[src/pic_regs.vh]
// Register offsets, field positions and reset values of the port ingress classify registers
`ifndef PIC_REGS_VH
`define PIC_REGS_VH

// Byte offsets inside one port space, port number in the top nibble
`define PIC_OFS_TAG_FILTER   12'h802
`define PIC_OFS_AUTH_ACL     12'h803
`define PIC_OFS_POINTER      12'h804
`define PIC_OFS_PRIO_MAP     12'h808

// Port number that this register set answers to
`define PIC_PORT_NUM         4'h1

// Ingress tag filter control fields
`define PIC_TF_CEILING       7
`define PIC_TF_DROP_UNTAG    4
`define PIC_TF_DROP_TAG      3
`define PIC_TF_DPRIO_HI      2
`define PIC_TF_DPRIO_LO      0
`define PIC_TF_RST           8'h00

// Auth and ACL mode control fields
`define PIC_AM_ACL_EN        2
`define PIC_AM_MODE_HI       1
`define PIC_AM_MODE_LO       0
`define PIC_AM_MODE_RST      2'h0

// Authentication mode encodings
`define PIC_MODE_PASS0       2'h0
`define PIC_MODE_BLOCK       2'h1
`define PIC_MODE_PASS1       2'h2
`define PIC_MODE_TRAP        2'h3

// Indirect pointer fields
`define PIC_PT_PIDX_HI       18
`define PIC_PT_PIDX_LO       16
`define PIC_PT_QPTR_HI       1
`define PIC_PT_QPTR_LO       0
`define PIC_PT_PIDX_RST      3'h0
`define PIC_PT_QPTR_RST      2'h0

// Priority map: 4-bit field per priority, queue in the low two bits
`define PIC_MAP_FIELD_W      4
`define PIC_MAP_QUEUE_W      2
// Packed 2-bit queues, priority 7 at the top: 3,3,2,2,1,1,0,0
`define PIC_MAP_RST          16'hFA50

`endif

[src/pic_classify.v]
// Per-frame ingress decision: drop, host trap, priority, ceiling and queue
`timescale 1ns/100ps

module pic_classify
(
  input  wire        ceiling_en,
  input  wire        drop_untag,
  input  wire        drop_tag,
  input  wire [2:0]  default_prio,
  input  wire [1:0]  auth_mode,
  input  wire        acl_enabled,
  input  wire [15:0] queue_map,
  input  wire        frm_tagged,
  input  wire [2:0]  frm_user_prio,
  input  wire        frm_class_hit,
  input  wire [2:0]  frm_class_prio,
  input  wire [2:0]  default_tag_prio,
  input  wire        acl_hit,
  input  wire        acl_rule_drop,
  output reg         next_drop,
  output reg         next_to_host,
  output reg  [2:0]  next_prio,
  output reg  [2:0]  next_user_prio,
  output reg  [1:0]  next_queue
);

`include "pic_regs.vh"

  // Queue of one priority out of the packed map
  function [1:0] pic_queue_of;
    input [15:0] map;
    input [2:0]  prio;
    begin
      pic_queue_of = map[{prio, 1'b0} +: `PIC_MAP_QUEUE_W];
    end
  endfunction

  reg miss_blocks;

  // Decision for the frame now presented
  always @*
  begin
    miss_blocks = 1'b0;
    if (ceiling_en && frm_tagged && (frm_user_prio > default_tag_prio))
      next_user_prio = default_tag_prio;
    else
      next_user_prio = frm_user_prio;
    if (frm_class_hit)
      next_prio = frm_class_prio;
    else
      next_prio = default_prio;
    // Priority picks the transmit queue
    next_queue = pic_queue_of(queue_map, next_prio);
    case (auth_mode)
      `PIC_MODE_PASS0: miss_blocks = 1'b0;
      `PIC_MODE_PASS1: miss_blocks = 1'b0;
      `PIC_MODE_BLOCK: miss_blocks = 1'b1;
      `PIC_MODE_TRAP:  miss_blocks = 1'b1;
      default:         miss_blocks = 1'b0;
    endcase
    next_to_host = (auth_mode == `PIC_MODE_TRAP);
    next_drop = (drop_untag && !frm_tagged) || (drop_tag && frm_tagged);
    // ACL hit follows rule action, miss follows the mode
    if (acl_enabled)
    begin
      if (acl_hit)
        next_drop = next_drop || acl_rule_drop;
      else
        next_drop = next_drop || miss_blocks;
    end
  end

endmodule

[src/pic_top.v]
// Port ingress classify register set with per-frame decision output
//
// The implementer's own choice: the address-and-strobe port.
`timescale 1ns/100ps

module pic_top
(
  input  wire        sys_clk,
  input  wire        rst_n,
  input  wire [15:0] reg_addr,
  input  wire [31:0] reg_wdata,
  input  wire        reg_wr,
  input  wire        reg_rd,
  output reg  [31:0] reg_rdata,
  input  wire        acl_enable_in,
  input  wire        frm_valid,
  input  wire        frm_tagged,
  input  wire [2:0]  frm_user_prio,
  input  wire        frm_class_hit,
  input  wire [2:0]  frm_class_prio,
  input  wire [2:0]  default_tag_prio,
  input  wire        acl_hit,
  input  wire        acl_rule_drop,
  output reg         res_valid,
  output reg         res_drop,
  output reg         res_to_host,
  output reg  [2:0]  res_prio,
  output reg  [2:0]  res_user_prio,
  output reg  [1:0]  res_queue,
  output reg  [2:0]  port_index,
  output reg  [1:0]  queue_pointer
);

`include "pic_regs.vh"

  // Widen the packed queue map to its 32-bit register image
  function [31:0] pic_map_image;
    input [15:0] map;
    integer      i;
    begin
      pic_map_image = 32'h00000000;
      for (i = 0; i < 8; i = i + 1)
      begin
        pic_map_image[i * `PIC_MAP_FIELD_W +: `PIC_MAP_QUEUE_W] = map[i * `PIC_MAP_QUEUE_W +: `PIC_MAP_QUEUE_W];
      end
    end
  endfunction

  // Pack the queue bits of a written 32-bit image, reserved bits dropped
  function [15:0] pic_map_pack;
    input [31:0] img;
    integer      i;
    begin
      pic_map_pack = 16'h0000;
      for (i = 0; i < 8; i = i + 1)
      begin
        pic_map_pack[i * `PIC_MAP_QUEUE_W +: `PIC_MAP_QUEUE_W] = img[i * `PIC_MAP_FIELD_W +: `PIC_MAP_QUEUE_W];
      end
    end
  endfunction

  // Reset release chain
  reg         rst_meta_n;
  reg         rst_sync_n;

  // Register contents
  reg         ceiling_en;
  reg         drop_untag;
  reg         drop_tag;
  reg  [2:0]  default_prio;
  reg  [1:0]  auth_mode;
  reg         acl_enabled;
  reg  [15:0] queue_map;

  // Address decode
  wire        port_hit;
  wire [11:0] reg_ofs;
  wire        sel_filter;
  wire        sel_auth;
  wire        sel_pointer;
  wire        sel_map;

  // Read path
  reg  [31:0] next_rdata;

  // Frame decision from the classify logic
  wire        next_drop;
  wire        next_to_host;
  wire [2:0]  next_prio;
  wire [2:0]  next_user_prio;
  wire [1:0]  next_queue;

  // Reset is taken at once and released two edges later
  always @(posedge sys_clk or negedge rst_n)
  begin
    if (!rst_n)
    begin
      rst_meta_n <= 1'b0;
      rst_sync_n <= 1'b0;
    end
    else
    begin
      rst_meta_n <= 1'b1;
      rst_sync_n <= rst_meta_n;
    end
  end

  // Port nibble must match, the rest is the offset in port space
  assign port_hit    = (reg_addr[15:12] == `PIC_PORT_NUM);
  assign reg_ofs     = reg_addr[11:0];
  assign sel_filter  = port_hit && (reg_ofs == `PIC_OFS_TAG_FILTER);
  assign sel_auth    = port_hit && (reg_ofs == `PIC_OFS_AUTH_ACL);
  assign sel_pointer = port_hit && (reg_ofs == `PIC_OFS_POINTER);
  assign sel_map     = port_hit && (reg_ofs == `PIC_OFS_PRIO_MAP);

  // Tag filter control: ceiling, discards and default priority
  always @(posedge sys_clk or negedge rst_sync_n)
  begin
    if (!rst_sync_n)
    begin
      ceiling_en   <= 1'b0;
      drop_untag   <= 1'b0;
      drop_tag     <= 1'b0;
      default_prio <= 3'h0;
    end
    else if (reg_wr && sel_filter)
    begin
      ceiling_en   <= reg_wdata[`PIC_TF_CEILING];
      drop_untag   <= reg_wdata[`PIC_TF_DROP_UNTAG];
      drop_tag     <= reg_wdata[`PIC_TF_DROP_TAG];
      default_prio <= reg_wdata[`PIC_TF_DPRIO_HI:`PIC_TF_DPRIO_LO];
    end
  end

  // Authentication mode, writable part of the auth register
  always @(posedge sys_clk or negedge rst_sync_n)
  begin
    if (!rst_sync_n)
    begin
      auth_mode <= `PIC_AM_MODE_RST;
    end
    else if (reg_wr && sel_auth)
    begin
      auth_mode <= reg_wdata[`PIC_AM_MODE_HI:`PIC_AM_MODE_LO];
    end
  end

  // ACL enable status follows the ACL engine, writes never touch it
  always @(posedge sys_clk or negedge rst_sync_n)
  begin
    if (!rst_sync_n)
    begin
      acl_enabled <= 1'b0;
    end
    else
    begin
      acl_enabled <= acl_enable_in;
    end
  end

  // Indirect port and queue pointers, driven straight to the tables
  always @(posedge sys_clk or negedge rst_sync_n)
  begin
    if (!rst_sync_n)
    begin
      port_index    <= `PIC_PT_PIDX_RST;
      queue_pointer <= `PIC_PT_QPTR_RST;
    end
    else if (reg_wr && sel_pointer)
    begin
      port_index    <= reg_wdata[`PIC_PT_PIDX_HI:`PIC_PT_PIDX_LO];
      queue_pointer <= reg_wdata[`PIC_PT_QPTR_HI:`PIC_PT_QPTR_LO];
    end
  end

  // Priority to queue map, only the queue bits are kept
  always @(posedge sys_clk or negedge rst_sync_n)
  begin
    if (!rst_sync_n)
    begin
      queue_map <= `PIC_MAP_RST;
    end
    else if (reg_wr && sel_map)
    begin
      queue_map <= pic_map_pack(reg_wdata);
    end
  end

  // Read image of the addressed register; unmapped reads as zero
  always @*
  begin
    next_rdata = 32'h00000000;
    if (reg_rd)
    begin
      if (sel_filter)
      begin
        next_rdata[`PIC_TF_CEILING]                  = ceiling_en;
        next_rdata[`PIC_TF_DROP_UNTAG]               = drop_untag;
        next_rdata[`PIC_TF_DROP_TAG]                 = drop_tag;
        next_rdata[`PIC_TF_DPRIO_HI:`PIC_TF_DPRIO_LO] = default_prio;
      end
      else if (sel_auth)
      begin
        next_rdata[`PIC_AM_ACL_EN]                   = acl_enabled;
        next_rdata[`PIC_AM_MODE_HI:`PIC_AM_MODE_LO]  = auth_mode;
      end
      else if (sel_pointer)
      begin
        next_rdata[`PIC_PT_PIDX_HI:`PIC_PT_PIDX_LO]  = port_index;
        next_rdata[`PIC_PT_QPTR_HI:`PIC_PT_QPTR_LO]  = queue_pointer;
      end
      else if (sel_map)
      begin
        next_rdata = pic_map_image(queue_map);
      end
    end
  end

  // Read data stand for the one cycle after the strobe
  always @(posedge sys_clk or negedge rst_sync_n)
  begin
    if (!rst_sync_n)
    begin
      reg_rdata <= 32'h00000000;
    end
    else
    begin
      reg_rdata <= next_rdata;
    end
  end

  // Combinational frame decision from the current settings
  pic_classify pic_classify_i
  (
    .ceiling_en       (ceiling_en),
    .drop_untag       (drop_untag),
    .drop_tag         (drop_tag),
    .default_prio     (default_prio),
    .auth_mode        (auth_mode),
    .acl_enabled      (acl_enabled),
    .queue_map        (queue_map),
    .frm_tagged       (frm_tagged),
    .frm_user_prio    (frm_user_prio),
    .frm_class_hit    (frm_class_hit),
    .frm_class_prio   (frm_class_prio),
    .default_tag_prio (default_tag_prio),
    .acl_hit          (acl_hit),
    .acl_rule_drop    (acl_rule_drop),
    .next_drop        (next_drop),
    .next_to_host     (next_to_host),
    .next_prio        (next_prio),
    .next_user_prio   (next_user_prio),
    .next_queue       (next_queue)
  );

  // Result valid marks the cycle after a frame was presented
  always @(posedge sys_clk or negedge rst_sync_n)
  begin
    if (!rst_sync_n)
    begin
      res_valid <= 1'b0;
    end
    else
    begin
      res_valid <= frm_valid;
    end
  end

  // Decision held for the frame, updated only when one is presented
  always @(posedge sys_clk or negedge rst_sync_n)
  begin
    if (!rst_sync_n)
    begin
      res_drop      <= 1'b0;
      res_to_host   <= 1'b0;
      res_prio      <= 3'h0;
      res_user_prio <= 3'h0;
      res_queue     <= 2'h0;
    end
    else if (frm_valid)
    begin
      res_drop      <= next_drop;
      res_to_host   <= next_to_host;
      res_prio      <= next_prio;
      res_user_prio <= next_user_prio;
      res_queue     <= next_queue;
    end
  end

endmodule

[config.mk]
export PLATFORM = sky130hd
export DESIGN_NAME = pic_top
export DESIGN_NICKNAME = d
export VERILOG_FILES = /design/src/pic_classify.v /design/src/pic_top.v
export VERILOG_INCLUDE_DIRS = /design/src /design/src/src
export SDC_FILE = /design/constraint.sdc
export NUM_CORES = 1
export LEC_CHECK = 0
export BUFFER_PORTS_ARGS = -buffer_cell sky130_fd_sc_hd__buf_4
export CORE_MARGIN = 2
export CORE_UTILIZATION = 48
export DETAILED_ROUTE_END_ITERATION = 16
export GPL_ROUTABILITY_DRIVEN = 0
export PLACE_DENSITY_LB_ADDON = 0.2
export SLEW_MARGIN = 30
export SYNTH_ARGS = -nofsm -noshare
export SYNTH_HDL_FRONTEND = slang
export SYNTH_SLANG_ARGS = --single-unit
[constraint.sdc]
create_clock -name sys_clk -period 2.14 [get_ports sys_clk]
set_input_delay 0.428 -clock sys_clk [delete_from_list [all_inputs] [get_ports sys_clk]]
set_output_delay 0.428 -clock sys_clk [all_outputs]
set_load 0.005 [all_outputs]
# [Word-level counts from Yosys, hierarchy flattened]
# Cells that the tools add are included.
[classes] n_lt_le_gt_ge=1 eq_ne=8 muxes=17 bitwise_logic=0 n_reduce_logical=19 shifts=1 multipliers=0 addsub=0 div_mod_pow=0
[op_table] cell="$eq A12 B12 Y1 const B" count=4
[op_table] cell="$mux W32" count=1
[op_table] cell="$mux W30" count=1
[op_table] cell="$mux W27" count=1
[op_table] cell="$mux W24" count=1
[op_table] cell="$shiftx A16 B5 Y2" count=1
[op_table] cell="$mux W14" count=1
[op_table] cell="$logic_and A1 B1 Y1" count=12
[op_table] cell="$mux W3" count=4
[op_table] cell="$mux W11" count=1
[op_table] cell="$mux W5" count=1
[op_table] cell="$eq A2 B2 Y1 const B" count=2
[op_table] cell="$eq A4 B1 Y1 const B" count=1
[op_table] cell="$mux W2" count=2
[op_table] cell="$reduce_or A2 Y1" count=2
[op_table] cell="$gt A3 B3 Y1" count=1
[op_table] cell="$logic_or A1 B1 Y1" count=3
[op_table] cell="$mux W1" count=3
[op_table] cell="$eq A2 B1 Y1 const B" count=1
[op_table] cell="$logic_not A2 Y1" count=1
[op_table] cell="$pmux W1 S2" count=1
[op_table] cell="$logic_not A1 Y1" count=1
[word_totals] mem_bits_rw=0 latchBits=0 output_inout_bits=48 in_bits=67 rom_bits=0 register_bits=75 mem_count=0 word_cells=64

# [Depth between registers and ports, before layout]
# Gate-level depths: netlist of the first run.
[depth] depth_word=7 depth_mapped=7

# [By module]
# A second synthesis of the first run with hierarchy kept.
[hier_totals] hier_cells=228 area_unflattened_um2=2997.9
[by_module_without_submodules] module="pic_top" cells_per_inst=174 seq_area_each_um2=1586.5 n_inst=1 area_per_inst_um2=2600.0
[by_module_without_submodules] module="pic_classify" cells_per_inst=54 seq_area_each_um2=0.0 n_inst=1 area_per_inst_um2=397.9

# [Worst setup path before layout of the first run]
# OpenSTA, ideal clock, no wires.
[synth_timing] path_type="input to register" from="input reg_addr[2]" to="register queue_map[10]" required_ps=2015 setup_slack_ps=210 n_path_buf=1 setup_ps=125 path_stages=4 arrival_ps=1805 path_cell_list="or4b_4 nor3_4 buf_12 mux2_4"
[synth_via] elab_chain_cells=3
[synth_lines] element="start, declared" line="pic_top.v:10" source="input wire [15:0] reg_addr,"
[synth_lines] element="$eq A12 B12 Y1 (no source line)"
[synth_lines] element="$logic_and A1 B1 Y1" line="pic_top.v:114" source="assign sel_map = port_hit && (reg_ofs == `PIC_OFS_PRIO_MAP);"
[synth_lines] element="$logic_and A1 B1 Y1" line="pic_top.v:183" source="else if (reg_wr && sel_map)"
[synth_lines] element="end signal, assigned" line="pic_top.v:181" source="queue_map <= `PIC_MAP_RST;"
[synth_lines] element="end signal, assigned" line="pic_top.v:185" source="queue_map <= pic_map_pack(reg_wdata);"
[synth_lines] element="end, declared" line="pic_top.v:73" source="reg [15:0] queue_map;"
# Every way passes these cells.
# A chain may end at the register's enable or synchronous reset.

# [Worst setup path after layout of the first run]
[layout_timing] from="input reg_addr[15]" to="register auth_mode[1]"
[layout_via] elab_chain_cells=3
[layout_lines] element="$eq A4 B1 Y1 (no source line)"
[layout_lines] element="$logic_and A1 B1 Y1" line="pic_top.v:112" source="assign sel_auth = port_hit && (reg_ofs == `PIC_OFS_AUTH_ACL);"
[layout_lines] element="$logic_and A1 B1 Y1" line="pic_top.v:142" source="else if (reg_wr && sel_auth)"
[layout_lines] element="end signal, assigned" line="pic_top.v:140" source="auth_mode <= `PIC_AM_MODE_RST;"
[layout_lines] element="end signal, assigned" line="pic_top.v:144" source="auth_mode <= reg_wdata[`PIC_AM_MODE_HI:`PIC_AM_MODE_LO];"
[layout_lines] element="end, declared" line="pic_top.v:71" source="reg [1:0] auth_mode;"
# Every way passes these cells.

==> qor.yml, run 1 <==
global_route:
  grt_max_degree: 33
  grt_pass1_wl_um: 9670
  grt_pass1_vias: 2051
  grt_overflow: 0
  track_usage_pct: 19.8
  antenna_found_initial: 0
critical_path:
  critPathMaxFanout: 6
  cp.required_ns: 2.35
  critPathKind: "input pin to flip-flop"
  end_kind: "flip-flop"
  start_kind: "input pin"
  arrival_ns: 1.98
placed_design:
  dp_hpwl_um: 4500
  port_buffers: 90
logic_synthesis:
  yosys.area_share.adder_pct: 1.30
  ys_types: 37
  avgSynthCellArea_um2: 12.3
  synthTopCellsByArea: "dfrtp_1 48%, dfstp_2 7.3%, mux2_2 7.0%, mux2_4 5.2%, mux2i_1 4.5%"
  post-synth-top-area-cell: "dfrtp_1"
  syn_area_um2: 2880
  synth_top_family_by_area: "multiplexers"
  yosysWarningCount: 0
  synth_cells: 234
  synth_compound_area_share_pct: 6.98
  synthMuxAreaShare_pct: 17.2
  synthXorXnorAreaFrac_pct: 0
  yosysTopAreaCellShare_pct: 47.7
  synth-seq-area-share_pct: 55.0
  synthSimpleGateAreaFrac_pct: 13.2
  ys_ff_latch: 63
timing:
  slew_violations: 0
  hold_viol: 0
  rsz0062_at_grt: "no"
  setup_viol: 0
  clock_skew_ns: 0.00871
  post-route-min-period_ns: 1.77
  fmax_ghz: 0.566
  timing.hold.ws_ns: 0.210
  tns_ns: 0
  period_share_pct: 82.6
status:
  status: "complete, no violations"
die:
  ios: 115
  die_h_um: 81.5
  initial_utilization_pct: 49.3
  dieArea_um2: 6640
  die_w_um: 81.5
  core_area_um2: 5850
  rows: 28
routing:
  wirelength_um: 5980
  vias_per_cell: 4.95
  drc: 0
  wl_per_cell_um: 14.3
  drtIter0Drc: 175
  drt_first_pass_iters: 4
  antenna_left: 0
  vias: 2074
clock_network:
  cts_tree: "done"
  clockBufferDepth: 2
  cts_htree_levels: 3
  clkLatencyLatePin_ns: 0.33
  cts_resized: 0
  clkSlewWorstSetupHoldPaths_ns: 0.06
  holdBufCountCts: 1
  cts_buffers: 9
  postCtsSetupBuffers: 0
  cts_sinks: 63
  clockRootBuffer: "clkbuf_8"
finish:
  nets: 409
  drive_gt1_share_pct: 46.2
  nFillCells: 471
  antenna_cells: 0
  area_growth_pct: 34.7
pwr:
  power_density_nw_per_um2: 665
  p_leak_nw: 1.95
  ir_drop_v: 0.000336
hold_path:
  min_path_type: "input pin to flip-flop"
job:
  maxCapViolations: 0
[state kept, by name (all words and copies together) (netlist names)]
name	cells
drop_untag	1
res_queue	2
res_prio	3
port_index	3
drop_tag	1
res_drop	1
ceiling_en	1
rst_sync_n	1
acl_enabled	1
auth_mode	2
reg_rdata	20
res_user_prio	3
default_prio	3
queue_pointer	2
queue_map	16
rst_meta_n	1
res_valid	1
res_to_host	1
[kinds of logic after synthesis]
group,Yosys count
fa+ha+maj,3
other cells,2
buf+inv,29
flops,63
simple gates,63
compound gates,32
mux,42
[through the flow]
step                cell area, um2  utilization, %  total power [mW]  std cells  setup WS [ns]
floorplan                     2930               -              1.34        245          0.210
global placement              3650            62.4              1.46        402         0.0579
detailed placement            3650            62.4              1.46        402         0.0421
CTS                           3880            66.4              2.62        419          0.397
global route                  3880            66.4              2.70        419          0.280
finish                        3880            66.4              2.58        419          0.373
[cells in the mapped netlist (all sizes together)]
cell and n:
dfrtp 55, mux2 28, buf 16, and2 14
mux2i 14, nand2 13, nor2 13, inv 11
o21ai 10, dfstp 8, a21oi 7, a22oi 6
nand3 5, nor3 4, nor4b 4, o32ai 4
a31oi 3, ha 3, clkbuf 2, conb 2
nand2b 2, nor2b 2, nor4 2, a221oi 1
a22o 1, nand4 1, nor3b 1, or3b 1
or4b 1
[worst max-delay path, stage by stage]
cell and delay (ns):
buf_4 0.11, nor4b_2 0.31, nand2_1 0.26, nor4_1 0.48, mux2_2 0.39
[final timing paths]
check / from / end / slack (ns) / cells after the start
min: acl_enable_in / acl_enabled / 0.21 / 1
min in group asynchronous: rst_sync_n / reg_rdata[5] / 0.27 / 1
max reg2reg: default_prio[0] / res_queue[0] / 0.70 / 6
max in group asynchronous: rst_sync_n / queue_map[9] / 1.51 / 1
min reg2reg: rst_sync_n / reg_rdata[5] / 0.27 / 1
max: reg_addr[15] / auth_mode[1] / 0.37 / 5
[cell type report]
| cell class | count | area [um2] | area share (%) |
|---|---|---|---|
| repair buffers | 101 | 773 | 19.9 |
| flip-flops and latches | 63 | 1590 | 40.9 |
| clock inverters | 3 | 65.1 | 1.67 |
| multi-input cells | 153 | 1160 | 30.0 |
| clock buffers | 13 | 159 | 4.09 |
| inverters | 11 | 41.3 | 1.06 |
| well taps | 75 | 93.8 | 2.42 |
[cell usage in the layout (no fill, tap or decap), drive strengths merged, types with 4 or more instances in the layout]
master	netlist	layout
mux2	28	28
nand3	5	5
and2	14	14
conb	2	13
clkbuf	2	13
dfrtp	55	55
nor2	13	13
a21oi	7	7
nor4b	4	4
a22oi	6	6
dfstp	8	8
o21ai	10	10
inv	11	11
o32ai	4	4
mux2i	14	14
buf	16	100
nor3	4	4
nand2	13	13
[metal layers]
metal  track usage, %  vias to the layer above  share of wire, %  wire length [um]
met5                0                        -                 0                 0
met4             10.3                        0               1.1                66
met3             5.16                        4               5.7               343
met2             30.9                       66                51              3070
met1             25.3                      997                42              2500
li1                 -                     1007                 -                 -
[report_power, final]
| group | internal [mW] | total, mW | switching, mW |
|---|---|---|---|
| sequential | 1.21 | 1.22 | 0.0102 |
| combinational | 0.120 | 0.219 | 0.0986 |
| clock | 0.719 | 1.14 | 0.423 |
(Power assumes the default switching activity.)
==> run 2: changes to the inputs <==
ABC_AREA = 1   (was unset)
CORE_UTILIZATION = 44   (was 48)
clock period = 1.6 ns   (was 2.14 ns; I/O delays follow)
==> qor.yml, run 2 <==
global_route:
  grt_max_degree: 62  # was 33
  track_usage_pct: 18.3  # was 19.8%
  grt_overflow: 0  # unchanged
  grt_pass1_vias: 2399  # was 2,051
  grt_pass1_wl_um: 10800  # was 9670 um
  antenna_found_initial: 0  # unchanged
finish:
  regMostFlops: "reg_rdata"  # unchanged
  finalInstanceArea_um2: 3980  # was 3880 um2
  largest_register_ffs: 20  # unchanged
  layout_common_cells: "95 x buf_4, 89 x nand2_1, 54 x dfrtp_1"  # was 99 x buf_4, 54 x dfrtp_1, 18 x mux2_2
  area_growth_pct: 30.1  # was 34.7%
  nFillCells: 651  # was 471
  fin_util_pct: 58.9  # was 66.4%
  top_regs: "reg_rdata (20), queue_map (16)"  # unchanged
  drive_gt1_share_pct: 33.8  # was 46.2%
  layout_commonest_cell: "buf_4"  # unchanged
  antenna_cells: 0  # unchanged
  nets: 527  # was 409
timing:
  setup_ws_ns: 0.242  # was 0.373 ns
  timing.hold.ws_ns: 0.0898  # was 0.210 ns
  fmax_ghz: 0.736
  clock_skew_ns: 0.00847  # was 0.00871 ns
  period_share_pct: 84.9
  setup_viol: 0  # unchanged
  post-route-min-period_ns: 1.36
  hold_viol: 0  # unchanged
  rsz0062_at_grt: "no"  # unchanged
  slew_violations: 0  # unchanged
critical_path:
  critPathKind: "flip-flop to flip-flop"  # was input pin to flip-flop
  critPathLaunch: "default_prio[0]"  # was reg_addr[15]
  slowest_stage: "dfrtp_1"  # was nor4_1
  critPathMaxFanout: 8  # was 6
  critPathTopFamily: "flip-flops"  # was simple AND/OR/NAND/NOR gates
  start_kind: "flip-flop"  # was input pin
  cp_common_cell: "nand2_1"
  cp.required_ns: 1.81  # was 2.35 ns
  cp_num_buf_inv: 2  # was 1
  crit_path_cell_trace: "inv_1 -> nand2_1 -> nand2_1 -> buf_4 -> o21ai_0 -> o21ai_0 -> nand2_1 -> nand3_1"  # was buf_4 -> nor4b_2 -> nand2_1 -> nor4_1 -> mux2_2
  crit_path_max_incr_delay_ns: 0.38  # was 0.48 ns
  r2r_start: "default_prio[0]"  # unchanged
  end_kind: "flip-flop"  # unchanged
  rrSetupSlack_ns: 0.24  # was 0.70 ns
  arrival_ns: 1.57  # was 1.98 ns
logic_synthesis:
  post-synth-top-area-cell: "dfrtp_1"  # unchanged
  ys_ff_latch: 63  # unchanged
  avgSynthCellArea_um2: 8.57  # was 12.3 um2
  synth_ff_type: "dfrtp_1"  # unchanged
  yosysTopAreaCellShare_pct: 45.0  # was 47.7%
  syn_area_um2: 3060  # was 2880 um2
  yosysWarningCount: 0  # unchanged
  yosysMostFrequentCell: "nand2_1"  # was dfrtp_1
  synth_cells: 357  # was 234
  synthTopCellsByArea: "dfrtp_1 45%, nand2_1 11%, dfstp_2 6.9%, inv_1 5.2%, nand3_1 5.1%"  # was dfrtp_1 48%, dfstp_2 7.3%, mux2_2 7.0%, mux2_4 5.2%, mux2i_1 4.5%
  async_flop_share_pct: 100  # unchanged
  ys_top_cells_by_count: "89 x nand2_1, 55 x dfrtp_1, 42 x inv_1"  # was 55 x dfrtp_1, 18 x mux2_2
  ys_types: 31  # was 37
  synth-edff-count: 0  # unchanged
  synth-seq-area-share_pct: 51.8  # was 55.0%
placed_design:
  dp_hpwl_um: 4960  # was 4500 um
  dpl_cell_area_um2: 3800  # was 3650 um2
  place_ws_ns: -0.0281  # was 0.0421 ns
  port_buffers: 90  # unchanged
hold_path:
  min_from: "acl_enable_in"  # unchanged
  min_path_type: "input pin to flip-flop"  # unchanged
routing:
  wirelength_um: 6530  # was 5980 um
  vias_per_cell: 4.73  # was 4.95
  drt_first_pass_iters: 4  # unchanged
  drc: 0  # unchanged
  antenna_left: 0  # unchanged
  drtIter0Drc: 114  # was 175
  wl_per_cell_um: 12.0  # was 14.3 um
  vias: 2565  # was 2,074
die:
  die_w_um: 87.4  # was 81.5 um
  dieArea_um2: 7640  # was 6640 um2
  ios: 115  # unchanged
  rows: 30  # was 28
  die_h_um: 87.4  # was 81.5 um
  initial_utilization_pct: 45.3  # was 49.3%
  core_area_um2: 6760  # was 5850 um2
clock_network:
  clockBufferDepth: 2  # unchanged
  cts_tree: "done"  # unchanged
  clkSlewWorstSetupHoldPaths_ns: 0.07  # was 0.06 ns
  holdBufCountCts: 1  # unchanged
  cts_buffers: 9  # unchanged
  clkLatencyLatePin_ns: 0.33  # about the same
  clockRootBuffer: "clkbuf_8"  # unchanged
  cts_htree_levels: 3  # unchanged
  cts_sinks: 63  # unchanged
  cts_resized: 0  # unchanged
  postCtsSetupBuffers: 0  # unchanged
status:
  status: "complete, no violations"  # unchanged
job:
  maxCapViolations: 0  # unchanged
pwr:
  p_leak_nw: 2.06  # was 1.95 nW
  p_total_mw: 3.15  # was 2.58 mW
  ir_drop_v: 0.000411  # was 0.000336 V
  power_density_nw_per_um2: 792  # was 665 nW/um2
[run 2: cell count changes after synthesis, sizes merged, moves of 16 or more]
cell and delta:
inv +34, mux2 -28, nand2 +85, nand3 +29
nor2 +25, o21ai +16
[run 2: per-stage QoR]
step / std cells / TNS [ns]
global route: 542 / 0
global placement: 525 / -0.0142
detailed placement: 525 / -0.0281
finish: 542 / 0
floorplan: 368 / 0
CTS: 542 / 0
[run 2: cells by family after synthesis]
logic type	Yosys count	synth area share (%)
AOI/OAI and AO/OA	47	9.08
adders and majority gates	3	1.23
buffers and inverters	65	10.5
DFF	63	51.8
muxes	1	0.327
other	2	0.245
and+or+nand+nor	176	26.8
[run 2: report_power, final]
group          internal (mW)  switching (mW)  leakage (nW)  total (mW)
combinational          0.164           0.164          1.15       0.328
sequential              1.62          0.0147         0.826        1.63
clock                  0.597           0.594        0.0861        1.19
total                   2.38           0.773          2.06        3.15
[run 2: routing by layer]
metal | vias up | global-route usage [%] | part of all wire [%]
li1 | 1302 | - | -
met1 | 1174 | 25.0 | 45
met2 | 79 | 28.7 | 47
met3 | 10 | 2.94 | 5.8
met4 | 0 | 8.25 | 1.8
met5 | - | 0 | 0
[run 2: layout make-up]
cell class / count / area (um2) / share of cell area, %
Clock inverter: 4 / 22.5 / 0.566
Clock buffer: 12 / 145 / 3.65
Multi-Input combinational cell: 240 / 1190 / 30.0
Timing Repair Buffer: 98 / 763 / 19.2
Inverter: 45 / 169 / 4.24
Sequential cell: 63 / 1590 / 39.9
Tap cell: 80 / 100 / 2.51
[run 2: path summary, 6_finish.rpt]
| check | endpoint | cells after the start |
|---|---|---|
| max in group asynchronous | queue_map[14] | 1 |
| setup reg to reg | res_queue[1] | 8 |
| hold / removal | acl_enabled | 1 |
| hold reg to reg | reg_rdata[29] | 1 |
| setup / recovery | res_queue[1] | 8 |
| min in group asynchronous | reg_rdata[29] | 1 |
==> run 3: changes to the inputs <==
clock period = 1.2 ns   (was 1.6 ns; I/O delays follow)
==> qor.yml, run 3 (synthesized netlist as in run 2, its figures left out) <==
job:
  maxCapViolations: 0  # unchanged
timing:
  setup_ws_ns: 0.0162  # was 0.242 ns
  clock_skew_ns: 0.00747  # was 0.00847 ns
  timing.hold.ws_ns: 0.0908  # was 0.0898 ns
  hold_viol: 0  # unchanged
  fmax_ghz: 0.845  # was 0.736 GHz
  setup_viol: 0  # unchanged
  slew_violations: 0  # unchanged
  post-route-min-period_ns: 1.18  # was 1.36 ns
  rsz0062_at_grt: "yes"  # was no
  period_share_pct: 98.7  # was 84.9%
routing:
  wirelength_um: 7150  # was 6530 um
  vias: 2711  # was 2,565
  vias_per_cell: 4.72  # was 4.73
  drtIter0Drc: 161  # was 114
  drt_first_pass_iters: 5  # was 4
  antenna_left: 0  # unchanged
  drc: 0  # unchanged
  wl_per_cell_um: 12.5  # was 12.0 um
die:
  core_area_um2: 6760  # unchanged
  initial_utilization_pct: 45.3  # unchanged
  die_w_um: 87.4  # unchanged
  ios: 115  # unchanged
  dieArea_um2: 7640  # unchanged
  die_h_um: 87.4  # unchanged
  rows: 30  # unchanged
pwr:
  ir_drop_v: 0.000577  # was 0.000411 V
  p_leak_nw: 2.24  # was 2.06 nW
  power_density_nw_per_um2: 1060  # was 792 nW/um2
global_route:
  track_usage_pct: 19.0  # was 18.3%
  grt_pass1_vias: 2521  # was 2,399
  grt_pass1_wl_um: 11200  # was 10,800 um
  antenna_found_initial: 0  # unchanged
  grt_overflow: 0  # unchanged
  grt_max_degree: 29  # was 62
finish:
  top_regs: "reg_rdata (20), queue_map (16)"  # unchanged
  drive_gt1_share_pct: 40.5  # was 33.8%
  finalInstanceArea_um2: 4320  # was 3980 um2
  area_growth_pct: 41.0  # was 30.1%
  regMostFlops: "reg_rdata"  # unchanged
  largest_register_ffs: 20  # unchanged
  nets: 559  # was 527
  layout_commonest_cell: "buf_4"  # unchanged
  layout_common_cells: "124 x buf_4, 85 x nand2_1, 54 x dfrtp_1"  # was 95 x buf_4, 89 x nand2_1, 54 x dfrtp_1
  antenna_cells: 0  # unchanged
critical_path:
  start_kind: "flip-flop"  # unchanged
  critPathMaxFanout: 5  # was 8
  crit_path_cell_trace: "inv_2 -> nand2_4 -> nand2_4 -> o211ai_1 -> o21ai_1 -> nand2_1 -> nand3_1"  # was inv_1 -> nand2_1 -> nand2_1 -> buf_4 -> o21ai_0 -> o21ai_0 -> nand2_1 -> nand3_1
  end_kind: "flip-flop"  # unchanged
  critPathKind: "flip-flop to flip-flop"  # unchanged
  cp_common_cell: "nand2_4"  # was nand2_1
  critPathTopFamily: "flip-flops"  # unchanged
  slowest_stage: "dfrtp_1"  # unchanged
  cp_num_buf_inv: 1  # was 2
  arrival_ns: 1.41  # was 1.57 ns
  crit_path_max_incr_delay_ns: 0.37  # was 0.38 ns
  cp.required_ns: 1.43  # was 1.81 ns
clock_network:
  cts_tree: "done"  # unchanged
  clockBufferDepth: 2  # unchanged
  cts_sinks: 63  # unchanged
  cts_buffers: 9  # unchanged
  cts_htree_levels: 3  # unchanged
  clockRootBuffer: "clkbuf_8"  # unchanged
  clkLatencyLatePin_ns: 0.34  # was 0.33 ns
  clkSlewWorstSetupHoldPaths_ns: 0.07  # about the same
placed_design:
  dpl_cell_area_um2: 4050  # was 3800 um2
  dp_hpwl_um: 5440  # was 4960 um
  port_buffers: 90  # unchanged
  place_ws_ns: -0.257  # was -0.0281 ns
hold_path:
  min_path_type: "input pin to flip-flop"  # unchanged
status:
  status: "complete, no violations"  # unchanged
==> run 3: changes by cell type in the layout (fill, tap and decap cells not counted), moves of 2 or more <==
cell / before / now
inv_2: 3 / 9
nor2_4: 2 / 5
clkinv_2: 3 / 1
nand2_1: 89 / 85
nand2_2: 8 / 10
o21ai_0: 18 / 15
buf_4: 95 / 124
nand2_4: 1 / 4
o21ai_1: 3 / 6
nor2_1: 23 / 20
inv_1: 42 / 36
==> run 3: repair_timing <==
item / CTS / global route
hold buffers: 2 / 0
setup buffers: 0 / 2
gates cloned: 0 / 1
pin swaps: 1 / 3
resized for setup: 4 / 7
setup endpoints to repair: 2 / 12
hold endpoints to repair: 3 / 0
==> run 3: layer usage <==
metal	vias up	part of all wire, %	wire, um	track usage (%)
met1	1249	43	3110	24.2
li1	1372	-	-	-
met5	-	0	0	0
met2	82	49	3530	31.3
met4	0	1.4	98	6.57
met3	8	5.8	417	4.83
==> run 3: where the power goes <==
| group | total (mW) | leakage, nW | switching (mW) | internal [mW] |
|---|---|---|---|---|
| Sequential | 2.19 | 0.826 | 0.0272 | 2.16 |
| Combinational | 0.505 | 1.31 | 0.237 | 0.268 |
| Clock | 1.87 | 0.0996 | 0.800 | 1.07 |
==> run 3: per-stage QoR <==
stage	instances	TNS, ns	util [%]	total power [mW]
finish	574	0	63.9	4.56
global route	574	-0.145	63.9	4.77
CTS	571	0	63.4	4.60
detailed placement	553	-10.20	59.9	2.71
global placement	553	-7.94	59.9	2.70
floorplan	368	-0.165	-	2.43
==> run 3: path summary, 6_finish.rpt <==
check,from,to,slack [ns],cells after the start
setup / recovery,default_prio[0],res_queue[0],0.02,7
hold reg to reg,rst_sync_n,port_index[1],0.16,0
max in group asynchronous,rst_sync_n,queue_map[13],0.54,1
setup reg to reg,default_prio[0],res_queue[0],0.02,7
hold / removal,frm_valid,res_valid,0.09,1
min in group asynchronous,rst_sync_n,port_index[1],0.16,0
==> run 3: layout make-up <==
type / count / area [um2]
inverter: 45 / 169
timing repair buffer: 129 / 1010
multi-input combinational: 241 / 1250
clock buffer: 13 / 159
tap: 80 / 100
clock inverter: 3 / 42.5
fill: 605 / 2440
sequential: 63 / 1590
